`src/pkg/asp_pkg.sv`:
```
// constants, field layout and state codes of the second serial port
// assumes a byte-wide register port with three address bits
package asp_pkg;

  // register offsets
  localparam logic [2:0] OFS_DATA   = 3'h0;
  localparam logic [2:0] OFS_CTRL   = 3'h1;
  localparam logic [2:0] OFS_FMT    = 3'h2;
  localparam logic [2:0] OFS_BAUD   = 3'h3;
  localparam logic [2:0] OFS_RLD_LO = 3'h4;
  localparam logic [2:0] OFS_RLD_HI = 3'h5;

  // port_control_status bit positions
  localparam int CTL_RX_AVAIL = 0;
  localparam int CTL_TX_DONE  = 1;
  localparam int CTL_RX_EN    = 2;
  localparam int CTL_TX_XBIT  = 3;
  localparam int CTL_RX_XBIT  = 4;
  localparam int CTL_PAR_ERR  = 5;
  localparam int CTL_OVERRUN  = 6;
  localparam int CTL_IRQ_EN   = 7;

  // frame_format_config bit positions
  localparam int FMT_LEN_LSB   = 0;
  localparam int FMT_PAR_EN    = 2;
  localparam int FMT_PAR_LSB   = 3;
  localparam int FMT_LONG_STOP = 5;
  localparam int FMT_XBIT_EN   = 6;

  // baud_gen_control bit positions
  localparam int BGC_PS_LSB = 0;
  localparam int BGC_EN     = 6;

  // prescaler codes and ratios
  localparam logic [1:0] PS_DIV12 = 2'h0;
  localparam logic [1:0] PS_DIV4  = 2'h1;
  localparam logic [1:0] PS_DIV48 = 2'h2;
  localparam logic [1:0] PS_DIV1  = 2'h3;
  localparam logic [5:0] RATIO_1  = 6'h01;
  localparam logic [5:0] RATIO_4  = 6'h04;
  localparam logic [5:0] RATIO_12 = 6'h0C;
  localparam logic [5:0] RATIO_48 = 6'h30;

  // parity kinds
  localparam logic [1:0] PAR_ODD   = 2'h0;
  localparam logic [1:0] PAR_EVEN  = 2'h1;
  localparam logic [1:0] PAR_MARK  = 2'h2;
  localparam logic [1:0] PAR_SPACE = 2'h3;

  // reset values and timer maximum
  localparam logic [7:0]  FMT_RST  = 8'h03;
  localparam logic [7:0]  BAUD_RST = 8'h00;
  localparam logic [15:0] RLD_RST  = 16'h0000;
  localparam logic [15:0] TMR_MAX  = 16'hFFFF;

  // half-bit counts and data length base
  localparam logic [2:0] HALF_BIT   = 3'h2;
  localparam logic [2:0] STOP_LONG5 = 3'h3;
  localparam logic [2:0] STOP_LONG  = 3'h4;
  localparam logic [2:0] LEN_BASE   = 3'h4;

  localparam int RX_DEPTH = 3;

  typedef enum logic [4:0] {
    ST_IDLE  = 5'h01,
    ST_START = 5'h02,
    ST_DATA  = 5'h04,
    ST_PAR   = 5'h08,
    ST_STOP  = 5'h10
  } asp_frm_st_t;

endpackage : asp_pkg

```
`src/design/asp_baud_gen.sv`:
```
// prescaled 16-bit reload timer giving one pulse per half bit
// assumes reload and prescaler select are stable register values
`timescale 1ns/100ps
module asp_baud_gen #(
  parameter int TMR_W = 16
) (
  // clock and reset
  input  wire logic             clock,
  input  wire logic             sys_rst,
  input  wire logic             clk_en,
  // configuration
  input  wire logic             gen_en,
  input  wire logic [1:0]       presc_sel,
  input  wire logic [TMR_W-1:0] reload,
  // half-bit pulse
  output logic                  half_tick
);

  logic [5:0]       ps_cnt_ff;
  logic [TMR_W-1:0] tmr_ff;
  logic             ovf_ff;
  logic [5:0]       ratio;
  logic             ps_tick;

  always_comb
  begin
    case (presc_sel)
      asp_pkg::PS_DIV4:  ratio = asp_pkg::RATIO_4;
      asp_pkg::PS_DIV48: ratio = asp_pkg::RATIO_48;
      asp_pkg::PS_DIV1:  ratio = asp_pkg::RATIO_1;
      default:           ratio = asp_pkg::RATIO_12;
    endcase
  end

  assign ps_tick = (ps_cnt_ff == ratio - 6'h01);

  always_ff @(posedge clock)
  begin
    if (sys_rst)
      ps_cnt_ff <= 6'h00;
    else if (clk_en)
      ps_cnt_ff <= (!gen_en || ps_tick) ? 6'h00 : ps_cnt_ff + 6'h01;
  end

  // disabled timer sits at the reload value so it starts a full period
  always_ff @(posedge clock)
  begin
    if (sys_rst)
    begin
      tmr_ff <= '0;
      ovf_ff <= 1'b0;
    end
    else if (clk_en)
    begin
      ovf_ff <= gen_en && ps_tick && (tmr_ff == TMR_W'(asp_pkg::TMR_MAX));
      if (!gen_en)
        tmr_ff <= reload;
      else if (ps_tick)
        tmr_ff <= (tmr_ff == TMR_W'(asp_pkg::TMR_MAX)) ? reload : tmr_ff + 1'b1;
    end
  end

  assign half_tick = ovf_ff;

  chk_reload_on_wrap: assert property (@(posedge clock) disable iff (sys_rst)
    clk_en && gen_en && ps_tick && tmr_ff == TMR_W'(asp_pkg::TMR_MAX)
    |=> tmr_ff == $past(reload) && half_tick)
    else $error("timer did not reload on wrap");

  chk_presc_gap: assert property (@(posedge clock) disable iff (sys_rst)
    clk_en && gen_en && ps_tick && presc_sel == asp_pkg::PS_DIV4 ##1 clk_en && gen_en
    |-> !ps_tick)
    else $error("prescaler ticked too soon");

endmodule : asp_baud_gen

```
`src/design/asp_rx_fifo.sv`:
```
// small receive queue, oldest entry shown at the head
// assumes push is refused by the caller when full
`timescale 1ns/100ps
module asp_rx_fifo #(
  parameter int W     = 8,
  parameter int DEPTH = 3
) (
  // clock and reset
  input  wire logic                       clock,
  input  wire logic                       sys_rst,
  input  wire logic                       clk_en,
  // fill side
  input  wire logic                       push,
  input  wire logic [W-1:0]               push_data,
  // drain side
  input  wire logic                       pop,
  output logic      [W-1:0]               head,
  // state
  output logic                            full,
  output logic                            empty,
  output logic      [$clog2(DEPTH+1)-1:0] count
);

  localparam int PTR_W = $clog2(DEPTH);
  localparam int CNT_W = $clog2(DEPTH+1);

  logic [W-1:0]     mem_ff [DEPTH];
  logic [PTR_W-1:0] wr_ptr_ff;
  logic [PTR_W-1:0] rd_ptr_ff;
  logic [CNT_W-1:0] cnt_ff;
  logic             do_push;
  logic             do_pop;

  assign do_push = clk_en && push && !full;
  assign do_pop  = clk_en && pop && !empty;

  always_ff @(posedge clock)
  begin
    if (do_push)
      mem_ff[wr_ptr_ff] <= push_data;
  end

  always_ff @(posedge clock)
  begin
    if (sys_rst)
    begin
      wr_ptr_ff <= '0;
      rd_ptr_ff <= '0;
      cnt_ff    <= '0;
    end
    else
    begin
      if (do_push)
        wr_ptr_ff <= (wr_ptr_ff == PTR_W'(DEPTH-1)) ? '0 : wr_ptr_ff + 1'b1;
      if (do_pop)
        rd_ptr_ff <= (rd_ptr_ff == PTR_W'(DEPTH-1)) ? '0 : rd_ptr_ff + 1'b1;
      if (do_push && !do_pop)
        cnt_ff <= cnt_ff + 1'b1;
      else if (do_pop && !do_push)
        cnt_ff <= cnt_ff - 1'b1;
    end
  end

  assign head  = empty ? '0 : mem_ff[rd_ptr_ff];
  assign full  = (cnt_ff == CNT_W'(DEPTH));
  assign empty = (cnt_ff == '0);
  assign count = cnt_ff;

endmodule : asp_rx_fifo

```
`src/design/asp_serial_port.sv`:
```
// second serial port: registers, transmitter and receiver
// assumes serial input already synchronous to clock
//
// Overview of operation
// transmitter and receiver run independently and at the same time.
// received bytes queue in a three-entry FIFO; loss only when full.
// writing the data port always loads the transmit holding register.
// reading the data port returns the oldest queued byte; holding register unreadable.
// transmit-done flag sets per finished frame and requests interrupt when enabled.
// receive-available flag sets per received byte and requests interrupt when enabled.
// hardware never clears the flags; software clears each one.
// clearing receive-available is ignored while the FIFO still holds bytes.
// a dedicated 16-bit timer, prescaled from the system clock, times bits.
// prescaler divides by 1, 4, 12 or 48, chosen in baud control.
// baud control holds generator enable and prescaler select.
// no transfer proceeds unless the baud generator is enabled.
// high and low reload registers form the 16-bit reload value.
// timer counts up by one each prescaled tick from the reload value.
// on wrap from maximum to zero the timer reloads.
// bit rate is clock over (65536 minus reload), halved, over prescaler.
// software should keep bit rate at or below clock over sixteen.
// frame is low start bit, data LSB first, high stop bits.
// data length is five to eight bits.
// parity even, odd, mark or space generated and checked.
// extra bit unavailable with parity; long stop is 1.5 bits for five bits.
// byte arriving with FIFO full is dropped and overrun flag set.
// a loaded holding register starts a frame on the next bit boundary.
//
// The register addresses and the plain strobed port were decided locally.
`timescale 1ns/100ps
module asp_serial_port (
  // clock and reset
  input  wire logic       clock,
  input  wire logic       sys_rst,
  input  wire logic       clk_en,
  // register port
  input  wire logic [2:0] reg_addr,
  input  wire logic [7:0] reg_wdata,
  input  wire logic       reg_wr,
  input  wire logic       reg_rd,
  output logic      [7:0] reg_rdata,
  // serial lines
  input  wire logic       ser_rx,
  output logic            ser_tx,
  // interrupt request
  output logic            irq_req
);

  logic [7:0]  fmt_ff;
  logic [7:0]  baud_ctl_ff;
  logic [15:0] rld_ff;
  logic        rx_avail_ff;
  logic        tx_done_ff;
  logic        rx_en_ff;
  logic        tx_xbit_ff;
  logic        rx_xbit_ff;
  logic        par_err_ff;
  logic        overrun_ff;
  logic        irq_en_ff;
  logic [7:0]  thr_ff;
  logic        thr_full_ff;
  logic [7:0]  rdata_ff;
  logic        phase_ff;

  asp_pkg::asp_frm_st_t tx_st_ff;
  logic [2:0]  tx_cnt_ff;
  logic [2:0]  tx_idx_ff;
  logic [7:0]  tx_shift_ff;
  logic        tx_acc_ff;
  logic        tx_line_ff;

  asp_pkg::asp_frm_st_t rx_st_ff;
  logic [2:0]  rx_cnt_ff;
  logic [2:0]  rx_idx_ff;
  logic [7:0]  rx_data_ff;
  logic        rx_acc_ff;
  logic        rx_perr_ff;
  logic        rx_xb_ff;

  logic        half_tick;
  logic        tick;
  logic [7:0]  fifo_head;
  logic        fifo_full;
  logic        fifo_empty;
  logic [1:0]  fifo_count;
  logic [2:0]  len_last;
  logic [2:0]  stop_len;
  logic        par_en;
  logic        has_xtra;
  logic        wr_data;
  logic        wr_ctrl;
  logic        rd_data;
  logic        tx_take;
  logic        tx_end;
  logic        tx_act;
  logic        rx_act;
  logic        rx_done;
  logic        fifo_push;

  function automatic logic par_bit(input logic [1:0] kind, input logic acc);
    case (kind)
      asp_pkg::PAR_ODD:  par_bit = ~acc;
      asp_pkg::PAR_EVEN: par_bit = acc;
      asp_pkg::PAR_MARK: par_bit = 1'b1;
      default:           par_bit = 1'b0;
    endcase
  endfunction : par_bit

  asp_baud_gen #(
    .TMR_W (16)
  ) u_baud (
    .clock     (clock),
    .sys_rst   (sys_rst),
    .clk_en    (clk_en),
    .gen_en    (baud_ctl_ff[asp_pkg::BGC_EN]),
    .presc_sel (baud_ctl_ff[asp_pkg::BGC_PS_LSB +: 2]),
    .reload    (rld_ff),
    .half_tick (half_tick)
  );

  asp_rx_fifo #(
    .W     (8),
    .DEPTH (asp_pkg::RX_DEPTH)
  ) u_fifo (
    .clock     (clock),
    .sys_rst   (sys_rst),
    .clk_en    (clk_en),
    .push      (fifo_push),
    .push_data (rx_data_ff),
    .pop       (rd_data),
    .head      (fifo_head),
    .full      (fifo_full),
    .empty     (fifo_empty),
    .count     (fifo_count)
  );

  // frame shape from the format register
  assign len_last = {1'b0, fmt_ff[asp_pkg::FMT_LEN_LSB +: 2]} + asp_pkg::LEN_BASE;
  assign par_en   = fmt_ff[asp_pkg::FMT_PAR_EN];
  assign has_xtra = par_en || fmt_ff[asp_pkg::FMT_XBIT_EN];
  always_comb
  begin
    if (!fmt_ff[asp_pkg::FMT_LONG_STOP])
      stop_len = asp_pkg::HALF_BIT;
    else if (fmt_ff[asp_pkg::FMT_LEN_LSB +: 2] == 2'h0)
      stop_len = asp_pkg::STOP_LONG5;
    else
      stop_len = asp_pkg::STOP_LONG;
  end

  assign wr_data = clk_en && reg_wr && reg_addr == asp_pkg::OFS_DATA;
  assign wr_ctrl = clk_en && reg_wr && reg_addr == asp_pkg::OFS_CTRL;
  assign rd_data = clk_en && reg_rd && reg_addr == asp_pkg::OFS_DATA;

  // a bit is two timer wraps, so the halving sits here
  assign tick = clk_en && half_tick;
  always_ff @(posedge clock)
  begin
    if (sys_rst)
      phase_ff <= 1'b0;
    else if (clk_en && !baud_ctl_ff[asp_pkg::BGC_EN])
      phase_ff <= 1'b0;
    else if (tick)
      phase_ff <= ~phase_ff;
  end

  always_ff @(posedge clock)
  begin
    if (sys_rst)
    begin
      fmt_ff      <= asp_pkg::FMT_RST;
      baud_ctl_ff <= asp_pkg::BAUD_RST;
      rld_ff      <= asp_pkg::RLD_RST;
    end
    else if (clk_en && reg_wr)
    begin
      case (reg_addr)
        asp_pkg::OFS_FMT:    fmt_ff <= reg_wdata;
        asp_pkg::OFS_BAUD:   baud_ctl_ff <= reg_wdata;
        asp_pkg::OFS_RLD_LO: rld_ff[7:0] <= reg_wdata;
        asp_pkg::OFS_RLD_HI: rld_ff[15:8] <= reg_wdata;
        default:             fmt_ff <= fmt_ff;
      endcase
    end
  end

  // holding register; a write in the take cycle still counts as full
  assign tx_take = tick && tx_st_ff == asp_pkg::ST_IDLE && thr_full_ff && phase_ff;
  always_ff @(posedge clock)
  begin
    if (sys_rst)
    begin
      thr_ff      <= 8'h00;
      thr_full_ff <= 1'b0;
    end
    else if (wr_data)
    begin
      thr_ff      <= reg_wdata;
      thr_full_ff <= 1'b1;
    end
    else if (tx_take)
      thr_full_ff <= 1'b0;
  end

  // flags: hardware sets, software writes zero, set wins over clear
  assign tx_end    = tick && tx_st_ff == asp_pkg::ST_STOP && tx_cnt_ff == 3'h1;
  assign fifo_push = rx_done && !fifo_full;
  always_ff @(posedge clock)
  begin
    if (sys_rst)
    begin
      rx_avail_ff <= 1'b0;
      tx_done_ff  <= 1'b0;
      par_err_ff  <= 1'b0;
      overrun_ff  <= 1'b0;
      rx_en_ff    <= 1'b0;
      tx_xbit_ff  <= 1'b0;
      irq_en_ff   <= 1'b0;
      rx_xbit_ff  <= 1'b0;
    end
    else if (clk_en)
    begin
      if (fifo_push)
        rx_avail_ff <= 1'b1;
      else if (wr_ctrl && !reg_wdata[asp_pkg::CTL_RX_AVAIL] && fifo_empty)
        rx_avail_ff <= 1'b0;
      if (tx_end)
        tx_done_ff <= 1'b1;
      else if (wr_ctrl && !reg_wdata[asp_pkg::CTL_TX_DONE])
        tx_done_ff <= 1'b0;
      if (fifo_push && rx_perr_ff)
        par_err_ff <= 1'b1;
      else if (wr_ctrl && !reg_wdata[asp_pkg::CTL_PAR_ERR])
        par_err_ff <= 1'b0;
      if (rx_done && fifo_full)
        overrun_ff <= 1'b1;
      else if (wr_ctrl && !reg_wdata[asp_pkg::CTL_OVERRUN])
        overrun_ff <= 1'b0;
      if (fifo_push)
        rx_xbit_ff <= rx_xb_ff;
      if (wr_ctrl)
      begin
        rx_en_ff   <= reg_wdata[asp_pkg::CTL_RX_EN];
        tx_xbit_ff <= reg_wdata[asp_pkg::CTL_TX_XBIT];
        irq_en_ff  <= reg_wdata[asp_pkg::CTL_IRQ_EN];
      end
    end
  end

  // read data valid only in the cycle after the strobe
  always_ff @(posedge clock)
  begin
    if (sys_rst)
      rdata_ff <= 8'h00;
    else if (clk_en)
    begin
      if (!reg_rd)
        rdata_ff <= 8'h00;
      else
        case (reg_addr)
          asp_pkg::OFS_DATA:   rdata_ff <= fifo_head;
          asp_pkg::OFS_CTRL:   rdata_ff <= {irq_en_ff, overrun_ff, par_err_ff, rx_xbit_ff,
                                            tx_xbit_ff, rx_en_ff, tx_done_ff, rx_avail_ff};
          asp_pkg::OFS_FMT:    rdata_ff <= fmt_ff;
          asp_pkg::OFS_BAUD:   rdata_ff <= baud_ctl_ff;
          asp_pkg::OFS_RLD_LO: rdata_ff <= rld_ff[7:0];
          asp_pkg::OFS_RLD_HI: rdata_ff <= rld_ff[15:8];
          default:             rdata_ff <= 8'h00;
        endcase
    end
  end

  // transmitter, stepping in half bits
  assign tx_act = tick && tx_cnt_ff == 3'h1;
  always_ff @(posedge clock)
  begin
    if (sys_rst)
    begin
      tx_st_ff    <= asp_pkg::ST_IDLE;
      tx_cnt_ff   <= 3'h0;
      tx_idx_ff   <= 3'h0;
      tx_shift_ff <= 8'h00;
      tx_acc_ff   <= 1'b0;
      tx_line_ff  <= 1'b1;
    end
    else if (tick && tx_st_ff != asp_pkg::ST_IDLE && tx_cnt_ff != 3'h1)
      tx_cnt_ff <= tx_cnt_ff - 3'h1;
    else if (tick)
    begin
      case (tx_st_ff)
        asp_pkg::ST_IDLE:
          if (tx_take)
          begin
            tx_st_ff    <= asp_pkg::ST_START;
            tx_cnt_ff   <= asp_pkg::HALF_BIT;
            tx_shift_ff <= thr_ff;
            tx_acc_ff   <= 1'b0;
            tx_line_ff  <= 1'b0;
          end
        asp_pkg::ST_START:
        begin
          tx_st_ff    <= asp_pkg::ST_DATA;
          tx_cnt_ff   <= asp_pkg::HALF_BIT;
          tx_idx_ff   <= 3'h0;
          tx_line_ff  <= tx_shift_ff[0];
          tx_acc_ff   <= tx_shift_ff[0];
          tx_shift_ff <= {1'b0, tx_shift_ff[7:1]};
        end
        asp_pkg::ST_DATA:
          if (tx_idx_ff == len_last && has_xtra)
          begin
            tx_st_ff   <= asp_pkg::ST_PAR;
            tx_cnt_ff  <= asp_pkg::HALF_BIT;
            tx_line_ff <= par_en ? par_bit(fmt_ff[asp_pkg::FMT_PAR_LSB +: 2], tx_acc_ff)
                                 : tx_xbit_ff;
          end
          else if (tx_idx_ff == len_last)
          begin
            tx_st_ff   <= asp_pkg::ST_STOP;
            tx_cnt_ff  <= stop_len;
            tx_line_ff <= 1'b1;
          end
          else
          begin
            tx_cnt_ff   <= asp_pkg::HALF_BIT;
            tx_idx_ff   <= tx_idx_ff + 3'h1;
            tx_line_ff  <= tx_shift_ff[0];
            tx_acc_ff   <= tx_acc_ff ^ tx_shift_ff[0];
            tx_shift_ff <= {1'b0, tx_shift_ff[7:1]};
          end
        asp_pkg::ST_PAR:
        begin
          tx_st_ff   <= asp_pkg::ST_STOP;
          tx_cnt_ff  <= stop_len;
          tx_line_ff <= 1'b1;
        end
        default:
        begin
          tx_st_ff   <= asp_pkg::ST_IDLE;
          tx_line_ff <= 1'b1;
        end
      endcase
    end
  end

  // receiver; sampling rides the free half-bit pulse, so the sample
  // point may sit up to half a bit off centre
  assign rx_act  = tick && rx_cnt_ff == 3'h1;
  assign rx_done = rx_act && rx_st_ff == asp_pkg::ST_STOP;
  always_ff @(posedge clock)
  begin
    if (sys_rst)
    begin
      rx_st_ff   <= asp_pkg::ST_IDLE;
      rx_cnt_ff  <= 3'h0;
      rx_idx_ff  <= 3'h0;
      rx_data_ff <= 8'h00;
      rx_acc_ff  <= 1'b0;
      rx_perr_ff <= 1'b0;
      rx_xb_ff   <= 1'b0;
    end
    else if (tick && rx_st_ff != asp_pkg::ST_IDLE && rx_cnt_ff != 3'h1)
      rx_cnt_ff <= rx_cnt_ff - 3'h1;
    else if (tick)
    begin
      case (rx_st_ff)
        asp_pkg::ST_IDLE:
          if (rx_en_ff && !ser_rx)
          begin
            rx_st_ff  <= asp_pkg::ST_START;
            rx_cnt_ff <= 3'h1;
          end
        asp_pkg::ST_START:
          if (!ser_rx)
          begin
            rx_st_ff   <= asp_pkg::ST_DATA;
            rx_cnt_ff  <= asp_pkg::HALF_BIT;
            rx_idx_ff  <= 3'h0;
            rx_data_ff <= 8'h00;
            rx_acc_ff  <= 1'b0;
            rx_perr_ff <= 1'b0;
            rx_xb_ff   <= 1'b0;
          end
          else
            rx_st_ff <= asp_pkg::ST_IDLE;
        asp_pkg::ST_DATA:
        begin
          rx_data_ff[rx_idx_ff] <= ser_rx;
          rx_acc_ff <= rx_acc_ff ^ ser_rx;
          rx_cnt_ff <= asp_pkg::HALF_BIT;
          rx_idx_ff <= rx_idx_ff + 3'h1;
          if (rx_idx_ff == len_last)
            rx_st_ff <= has_xtra ? asp_pkg::ST_PAR : asp_pkg::ST_STOP;
        end
        asp_pkg::ST_PAR:
        begin
          if (par_en)
            rx_perr_ff <= ser_rx != par_bit(fmt_ff[asp_pkg::FMT_PAR_LSB +: 2], rx_acc_ff);
          else
            rx_xb_ff <= ser_rx;
          rx_st_ff  <= asp_pkg::ST_STOP;
          rx_cnt_ff <= asp_pkg::HALF_BIT;
        end
        default:
          rx_st_ff <= asp_pkg::ST_IDLE;
      endcase
    end
  end

  assign ser_tx    = tx_line_ff;
  assign reg_rdata = rdata_ff;
  assign irq_req   = irq_en_ff && (rx_avail_ff || tx_done_ff);

  chk_idle_line_high: assert property (@(posedge clock) disable iff (sys_rst)
    tx_st_ff == asp_pkg::ST_IDLE |-> ser_tx)
    else $error("line not high while idle");

  chk_start_bit_low: assert property (@(posedge clock) disable iff (sys_rst)
    tx_st_ff == asp_pkg::ST_START |-> !ser_tx)
    else $error("start bit not low");

  chk_write_loads_thr: assert property (@(posedge clock) disable iff (sys_rst)
    wr_data |=> thr_full_ff && thr_ff == $past(reg_wdata) && fifo_count == $past(fifo_count)
                || $past(rd_data) || $past(fifo_push))
    else $error("data write did not load holding register");

  chk_read_oldest: assert property (@(posedge clock) disable iff (sys_rst)
    rd_data |=> reg_rdata == $past(fifo_head))
    else $error("data read not oldest byte");

  chk_overrun_drop: assert property (@(posedge clock) disable iff (sys_rst)
    rx_done && fifo_full && !rd_data |=> overrun_ff && fifo_count == $past(fifo_count))
    else $error("overrun not flagged or queue changed");

  chk_rx_clear_held: assert property (@(posedge clock) disable iff (sys_rst)
    wr_ctrl && !reg_wdata[asp_pkg::CTL_RX_AVAIL] && !fifo_empty && rx_avail_ff |=> rx_avail_ff)
    else $error("receive flag cleared with bytes left");

  chk_tx_done_sets: assert property (@(posedge clock) disable iff (sys_rst)
    tx_end |=> tx_done_ff && tx_st_ff == asp_pkg::ST_IDLE)
    else $error("transmit done flag not set");

  chk_rx_avail_irq: assert property (@(posedge clock) disable iff (sys_rst)
    fifo_push && irq_en_ff && !wr_ctrl |=> rx_avail_ff && irq_req)
    else $error("receive flag or request missing");

  chk_start_on_phase: assert property (@(posedge clock) disable iff (sys_rst)
    tx_take |-> phase_ff ##1 tx_st_ff == asp_pkg::ST_START && !thr_full_ff || $past(wr_data))
    else $error("frame started off a bit boundary");

  cov_tx_frame: cover property (@(posedge clock) disable iff (sys_rst) tx_end);
  cov_rx_push:  cover property (@(posedge clock) disable iff (sys_rst) fifo_push);
  cov_overrun:  cover property (@(posedge clock) disable iff (sys_rst) rx_done && fifo_full);
  cov_clr_held: cover property (@(posedge clock) disable iff (sys_rst)
    wr_ctrl && !reg_wdata[asp_pkg::CTL_RX_AVAIL] && !fifo_empty);

endmodule : asp_serial_port

```
`config.mk`:
```
export PLATFORM = sky130hd
export DESIGN_NAME = asp_serial_port
export DESIGN_NICKNAME = d
export VERILOG_FILES = /design/src/pkg/asp_pkg.sv /design/src/design/asp_baud_gen.sv /design/src/design/asp_rx_fifo.sv /design/src/design/asp_serial_port.sv
export SDC_FILE = /design/constraint.sdc
export NUM_CORES = 1
export LEC_CHECK = 0
export ABC_CLOCK_PERIOD_IN_PS = 2700
export BUFFER_PORTS_ARGS = -buffer_cell sky130_fd_sc_hd__buf_2
export CAP_MARGIN = 20
export CORE_ASPECT_RATIO = 0.5
export CORE_MARGIN = 5
export CORE_UTILIZATION = 60
export CTS_CLUSTER_SIZE = 16
export DETAILED_ROUTE_END_ITERATION = 6
export GPL_TIMING_DRIVEN = 0
export PLACE_DENSITY = 0.78
export SETUP_SLACK_MARGIN = 0.2
export SYNTH_ARGS = -nofsm -noshare
export SYNTH_HDL_FRONTEND = slang
export SYNTH_SLANG_ARGS = --single-unit
```
`constraint.sdc`:
```
create_clock -name clock -period 2.7 [get_ports clock]
set_input_delay 0.54 -clock clock [delete_from_list [all_inputs] [get_ports clock]]
set_output_delay 0.54 -clock clock [all_outputs]
set_load 0.005 [all_outputs]
```
# Yosys cells after proc, flatten, opt, wreduce, memory -nomap -nowiden

Memory sizes are Yosys's and may differ from the RTL's. A register that Yosys moved wholly into a read port is not among the register bits.
Cells that the tools add are included.

Flip-flop bits (word level): 130
RAM bits: 24
Input port bits: 17
Output and inout bits: 10
Word-level logic and storage cells: 278
Memories: 1

Add/sub/neg operators: 12
Magnitude comparators: 2
Equal/unequal tests: 47
Multiplexer cells: 82
Bitwise gates (word level): 7
Reduce and logical (&&, ||, !) cells: 92

Memory list:

| memory        | depth | width | read ports | clocked after memory_dff | write ports | line              | text |
|---|---|---|---|---|---|---|---|
| u_fifo.mem_ff | 3     | 8     | 1          | 1                        | 1           | asp_rx_fifo.sv:27 | `logic [W-1:0] mem_ff [DEPTH];` |

Operators with widths:

| operator                | number |
|---|---|
| $mux W16                | 3 |
| $mux W8                 | 6 |
| $pmux W8 S6             | 1 |
| $mux W3                 | 15 |
| $pmux W5 S4             | 2 |
| $logic_and A1 B1 Y1     | 38 |
| $mux W5                 | 6 |
| $mux W1                 | 26 |
| $pmux W8 S3             | 1 |
| $reduce_and A2 Y1       | 11 |
| $reduce_bool A2 Y1      | 11 |
| $pmux W6 S3             | 1 |
| $add A16 B1 Y16 const B | 1 |
| $eq A16 B16 Y1 const B  | 1 |
| $ne A2 B2 Y1 const B    | 8 |
| $pmux W8 S2             | 1 |
| $reduce_and A4 Y1       | 4 |
| $reduce_and A5 Y1       | 3 |
| $eq A2 B2 Y1 const B    | 6 |
| $mux W2                 | 6 |
| $pmux W1 S3             | 4 |
| $pmux W3 S2             | 2 |
| $pmux W3 S4             | 1 |
| $eq A5 B1 Y1 const B    | 2 |
| 42 further kinds        | 82 |

# Logic depth before layout (Yosys ltp)

Word-level depth: 10
Depth in mapped cells: 10
Gate-level depth less buffers: 10

# Cells and area by module

Synthesis repeated with hierarchy kept, for this count alone.

Cells, all modules: 882
Area total of the unflattened synthesis: 7,923.8 um^2

By module, submodules not included:

| module          | times used | cells each | area an instance (um^2) | sequential area each (um^2) |
|---|---|---|---|---|
| asp_serial_port | 1          | 609        | 5,231.3                 | 2,021.9 |
| asp_baud_gen    | 1          | 183        | 1,400.1                 | 460.4 |
| asp_rx_fifo     | 1          | 90         | 1,292.5                 | 880.8 |

# Worst setup path after synthesis

OpenSTA, ideal clock, no wires.

Kind: input -> register
From: input port clk_en
To: memory u_fifo.mem_ff[1][0], enable pin
Setup time: 0.388 ns
Data arrival time: 2.029 ns
Data required time: 2.312 ns
Path slack: 0.283 ns
Stages on the path: 5
Path buffers: 1
Cell sequence: and2_1 -> clkbuf_1 -> and4_1 -> nand2_1 -> nor3b_1

Cells in the longest elaborated chain, start to end: 8

Ends and longest elaborated chain:

| element                               | line                   | text |
|---|---|---|
| start, declared                       | asp_serial_port.sv:35  | `input wire logic clk_en,` |
| $logic_and A1 B1 Y1                   | asp_serial_port.sv:156 | `assign tick = clk_en && half_tick;` |
| $logic_and A1 B1 Y1                   | asp_serial_port.sv:348 | `assign rx_act = tick && rx_cnt_ff == 3'h1;` |
| $logic_and A1 B1 Y1                   | asp_serial_port.sv:349 | `assign rx_done = rx_act && rx_st_ff == asp_pkg::ST_STOP;` |
| $logic_and A1 B1 Y1                   | asp_serial_port.sv:207 | `assign fifo_push = rx_done && !fifo_full;` |
| $logic_and A1 B1 Y1 (*) (2 in series) | asp_rx_fifo.sv:34      | `assign do_push = clk_en && push && !full;` |
| $mux W1 (*)                           | asp_rx_fifo.sv:39      | `if (do_push)` |
| $mux W1 (implied by the code) (*)     | asp_rx_fifo.sv:40      | `mem_ff[wr_ptr_ff] <= push_data;` |
| end, declared                         | asp_rx_fifo.sv:27      |  |

Mark *: on every way between the ends. The rest lies on a longest branch, timed or not.

# Worst setup path in the final report

From: register rx_cnt_ff[1]
To: register u_fifo.cnt_ff[1], in the netlist u_fifo.count[1]

Cells in the longest elaborated chain, start to end: 9
Elaborated cells between the ends (all ways): 11
Those cells by class: 1 x eq/ne; 1 x mux; 9 x reduce/logical

Ends and longest elaborated chain:

| element                               | line                   | text |
|---|---|---|
| start, declared                       | asp_serial_port.sv:73  | `logic [2:0] rx_cnt_ff;` |
| start signal, assigned                | asp_serial_port.sv:363 | `rx_cnt_ff <= rx_cnt_ff - 3'h1;` |
| start signal, assigned                | asp_serial_port.sv:377 | `rx_cnt_ff <= asp_pkg::HALF_BIT;` |
| start signal, assigned                | asp_serial_port.sv:390 | `rx_cnt_ff <= asp_pkg::HALF_BIT;` |
| $eq A3 B1 Y1 (*)                      | asp_serial_port.sv:348 |  |
| $logic_and A1 B1 Y1 (*)               | asp_serial_port.sv:348 |  |
| $logic_and A1 B1 Y1 (*)               | asp_serial_port.sv:349 |  |
| $logic_and A1 B1 Y1 (*)               | asp_serial_port.sv:207 |  |
| $logic_and A1 B1 Y1 (*) (2 in series) | asp_rx_fifo.sv:34      |  |
| named net u_fifo.do_push              | asp_rx_fifo.sv:31      | `logic do_push;` |
| $logic_not A1 Y1                      | asp_rx_fifo.sv:59      | `else if (do_pop && !do_push)` |
| $logic_and A1 B1 Y1                   | asp_rx_fifo.sv:59      |  |
| $reduce_bool A2 Y1 (no line)          | -                      |  |
| end signal, assigned                  | asp_rx_fifo.sv:58      | `cnt_ff <= cnt_ff + 1'b1;` |
| end signal, assigned                  | asp_rx_fifo.sv:60      | `cnt_ff <= cnt_ff - 1'b1;` |
| end, declared                         | asp_rx_fifo.sv:30      | `logic [CNT_W-1:0] cnt_ff;` |

The timed path passes the listed nets; every way through them passes the cells marked *.
A chain may end at the register's enable or synchronous reset.

==> metrics <==
Final Non-Filler Cells 1,071; vias in the first global route around 6,400; Die X-Extent 168.4 µm; htree depth 4; final hold vios 0; n_diodes 0; f_max about 430 MHz; FF+latch count, synth 156; CORE AREA 12,050 µm²; footprint of the multi-input gates 3886 µm²; drt pass-1 iters 5; DRC viols 0; FFs w/ async S/R, synth 0%; Fin Clk Skew between 0.008 and 0.009 ns; Max IR drop VDD 0.3443 mV; met1 WL 8950 µm; Post-Syn Instances between 800 and 900; Max FO, Critical Path 8; GRT Total Usage 27.91%; Die ar. 15,020 µm²; Leak 3.059 nW; RD Place Congestion 0.9198; synth-to-layout area growth 12.97%; Rel. slew slack 38.72%; met2 WL 8956 µm; FF-to-FF setup slack 0.36 ns; clk_lat worst skew around 0.44 ns; maximum clock path buffer count 2; Worst-path clk slew 0.07 ns; Crit. End Element register; min-delay worst type in -> reg; Routed WL per cell 18.86 µm; vias per cell 6.271; status finished, final reports clean; Iter 0 DRT Violations 751; first-pass GRT wire length 33,060 µm; min Tclk post-route roughly 2.3 ns; DIE HEIGHT around 89 µm; overall power 0.004967 W; num rows 28; CP required ~3 ns; CTS Buf Count 17; Worst Tran Pin Value 0.9142 ns; CP Launch Type register; dpl cells 1,039; DP Worst Slack -0.2188 ns; final-report setup violation count 0; YS warnings 0; gr ovfl total 0; Initial Util 62.45%; Synth Cell Area 7526 µm²; met3 WL 1878 µm; routed wire length a little over 20,000 µm; post-synth cell types 65; Tcrit/Tclk final a little under 90%; nets@finish between 900 and 1,000; uppermost layer routed met4; total power density per cell area 584.2 nW/µm²; Syn Area/Cell a little under 9 µm²; hpwl dp between 10,000 and 15,000 µm; share of cells above drive strength 1 between 10% and 20%; Root Driver clkbuf_16; largest net degree at the start of global routing 19; vias 6,716; worst path arrival time 2.70 ns; final setup margin 0.3608 ns; clk sinks 156; Mapped Nets around 870; max-cap violations 0; number of fill cells 934; Synth Flop Type dfxtp_1; port bufs 24; IO Pins 27; FF/Latch Area 3363 µm²; Post-DRT Antenna Nets 0; CTS tree yes; RSZ-0062 raised after global routing false; post-synthesis sequential area ratio roughly 45%; Setup CP Type reg -> reg; pins over their slew limit 0; Post-synth EDFFs 24; initial antenna violation count 0
-- placed cells by master (no fill, tap or decap), types with 11 or more instances in the layout --
master and count:
dfxtp_1 132, nor2_1 111, a21oi_1 85, nand2_1 63
mux2i_1 63, o21ai_0 43, buf_2 34, clkbuf_1 31
nand3_1 28, nor3_1 24, edfxtp_1 24, clkbuf_16 17
a22oi_1 16, nor2b_1 15, inv_1 14, nand4_1 14
a211oi_1 14, xor2_1 11
-- power breakdown --
group          switching, W  internal [W]
clock               0.00114       0.00125
sequential        0.0000173       0.00236
combinational      0.000145     0.0000568
total               0.00130       0.00367
-- worst max-delay path, cell delays in order, from the launching register on --
cell and delay (ns):
dfxtp_1 0.30, inv_1 0.09, ha_1 0.14, nor2b_2 0.29, and4_1 0.30, nand2_1 0.20
inv_1 0.16, ha_1 0.27, or3_1 0.36, a21oi_1 0.16
-- routing by layer --
layer	vias up	track usage, %
li1	3156	-
met1	3192	37.61
met2	320	44.83
met3	48	6.581
met4	0	10.01
met5	-	0
-- registers in the layout, summed over array words and instances, names as in the netlist, 5 cells and up, named ones only --
signal            count
u_fifo.mem_ff        24
rld_ff               16
u_baud.tmr_ff        16
baud_ctl_ff           8
fmt_ff                8
reg_rdata             8
rx_data_ff            8
thr_ff                8
tx_shift_ff           8
u_baud.ps_cnt_ff      6
rx_st_ff              5
tx_st_ff              5
-- what timing repair did --
action	CTS	global route
gates resized for setup	3	5
pin swaps	0	0
setup endpoints to repair	15	25
buffers inserted	0	0
hold buffers	0	0
gates cloned	0	0
-- area by class of cell --
type | count | share of cell area [%]
Inverter | 15 | 0.6623
Tap cell | 165 | 2.428
Buffer | 52 | 3.017
Sequential cell | 156 | 39.56
Clock inverter | 15 | 1.972
Clock buffer | 17 | 5.004
Multi-Input combinational cell | 624 | 45.71
Timing Repair Buffer | 27 | 1.648
-- per-stage QoR --
step	utilization [%]	setup TNS [ns]	area [µm²]	hold slack (ns)
2_1_floorplan	-	0	7526	0.4285
3_3_place_gp	65.16	-11.14	7853	0.4396
3_5_place_dp	65.32	-1.791	7873	0.4502
4_1_cts	70.38	0	8482	0.4260
5_1_grt	70.55	0	8502	0.4491
6_report	70.55	0	8502	0.4332
-- synthesized netlist by cell type (5+ instances only) --
library cell,instances,share of area (%)
buf_6,5,0.75
o21ai_0,43,2.9
nor2_1,111,5.5
nor2b_1,16,1.3
a21oi_1,85,5.7
edfxtp_1,24,9.6
nor3_1,24,1.6
buf_2,9,0.60
o22ai_1,5,0.42
nand3_1,28,1.9
nand2b_1,10,0.83
inv_1,14,0.70
a211oi_1,14,1.4
dfxtp_1,132,35
and2_1,9,0.75
a211o_1,5,0.58
clkbuf_1,32,1.6
xor2_1,11,1.3
mux2_2,6,0.90
mux2i_1,63,8.4
nand2_1,63,3.1
nor3b_1,6,0.60
xnor2_1,8,0.93
a22oi_1,16,1.6
ha_1,9,1.5
nand4_1,14,1.2
-- final timing paths --
check                                  from                           end  cells after the start
hold reg to reg       rx_xb_ff$_SDFFE_PP0P_       rx_xbit_ff$_SDFFE_PP0P_                      2
hold / removal                 reg_wdata[7]        irq_en_ff$_SDFFE_PP0P_                      3
setup reg to reg  rx_cnt_ff[1]$_SDFFE_PP0P_  u_fifo.count[1]$_SDFFE_PP0P_                      9
setup / recovery  rx_cnt_ff[1]$_SDFFE_PP0P_  u_fifo.count[1]$_SDFFE_PP0P_                      9
-- kinds of logic (layout without fill, tap and decap cells) --
kind of cell | Yosys count | after routing | synth area share [%]
and+or+nand+nor | 318 | 318 | 21.05
muxes | 69 | 69 | 9.277
DFF | 156 | 156 | 44.69
adders and majority gates | 9 | 9 | 1.496
xor gates and xnor gates | 19 | 19 | 2.211
buffers and inverters | 67 | 126 | 4.140
AOI/OAI and AO/OA | 209 | 209 | 17.14
(Power assumes the default switching activity.)
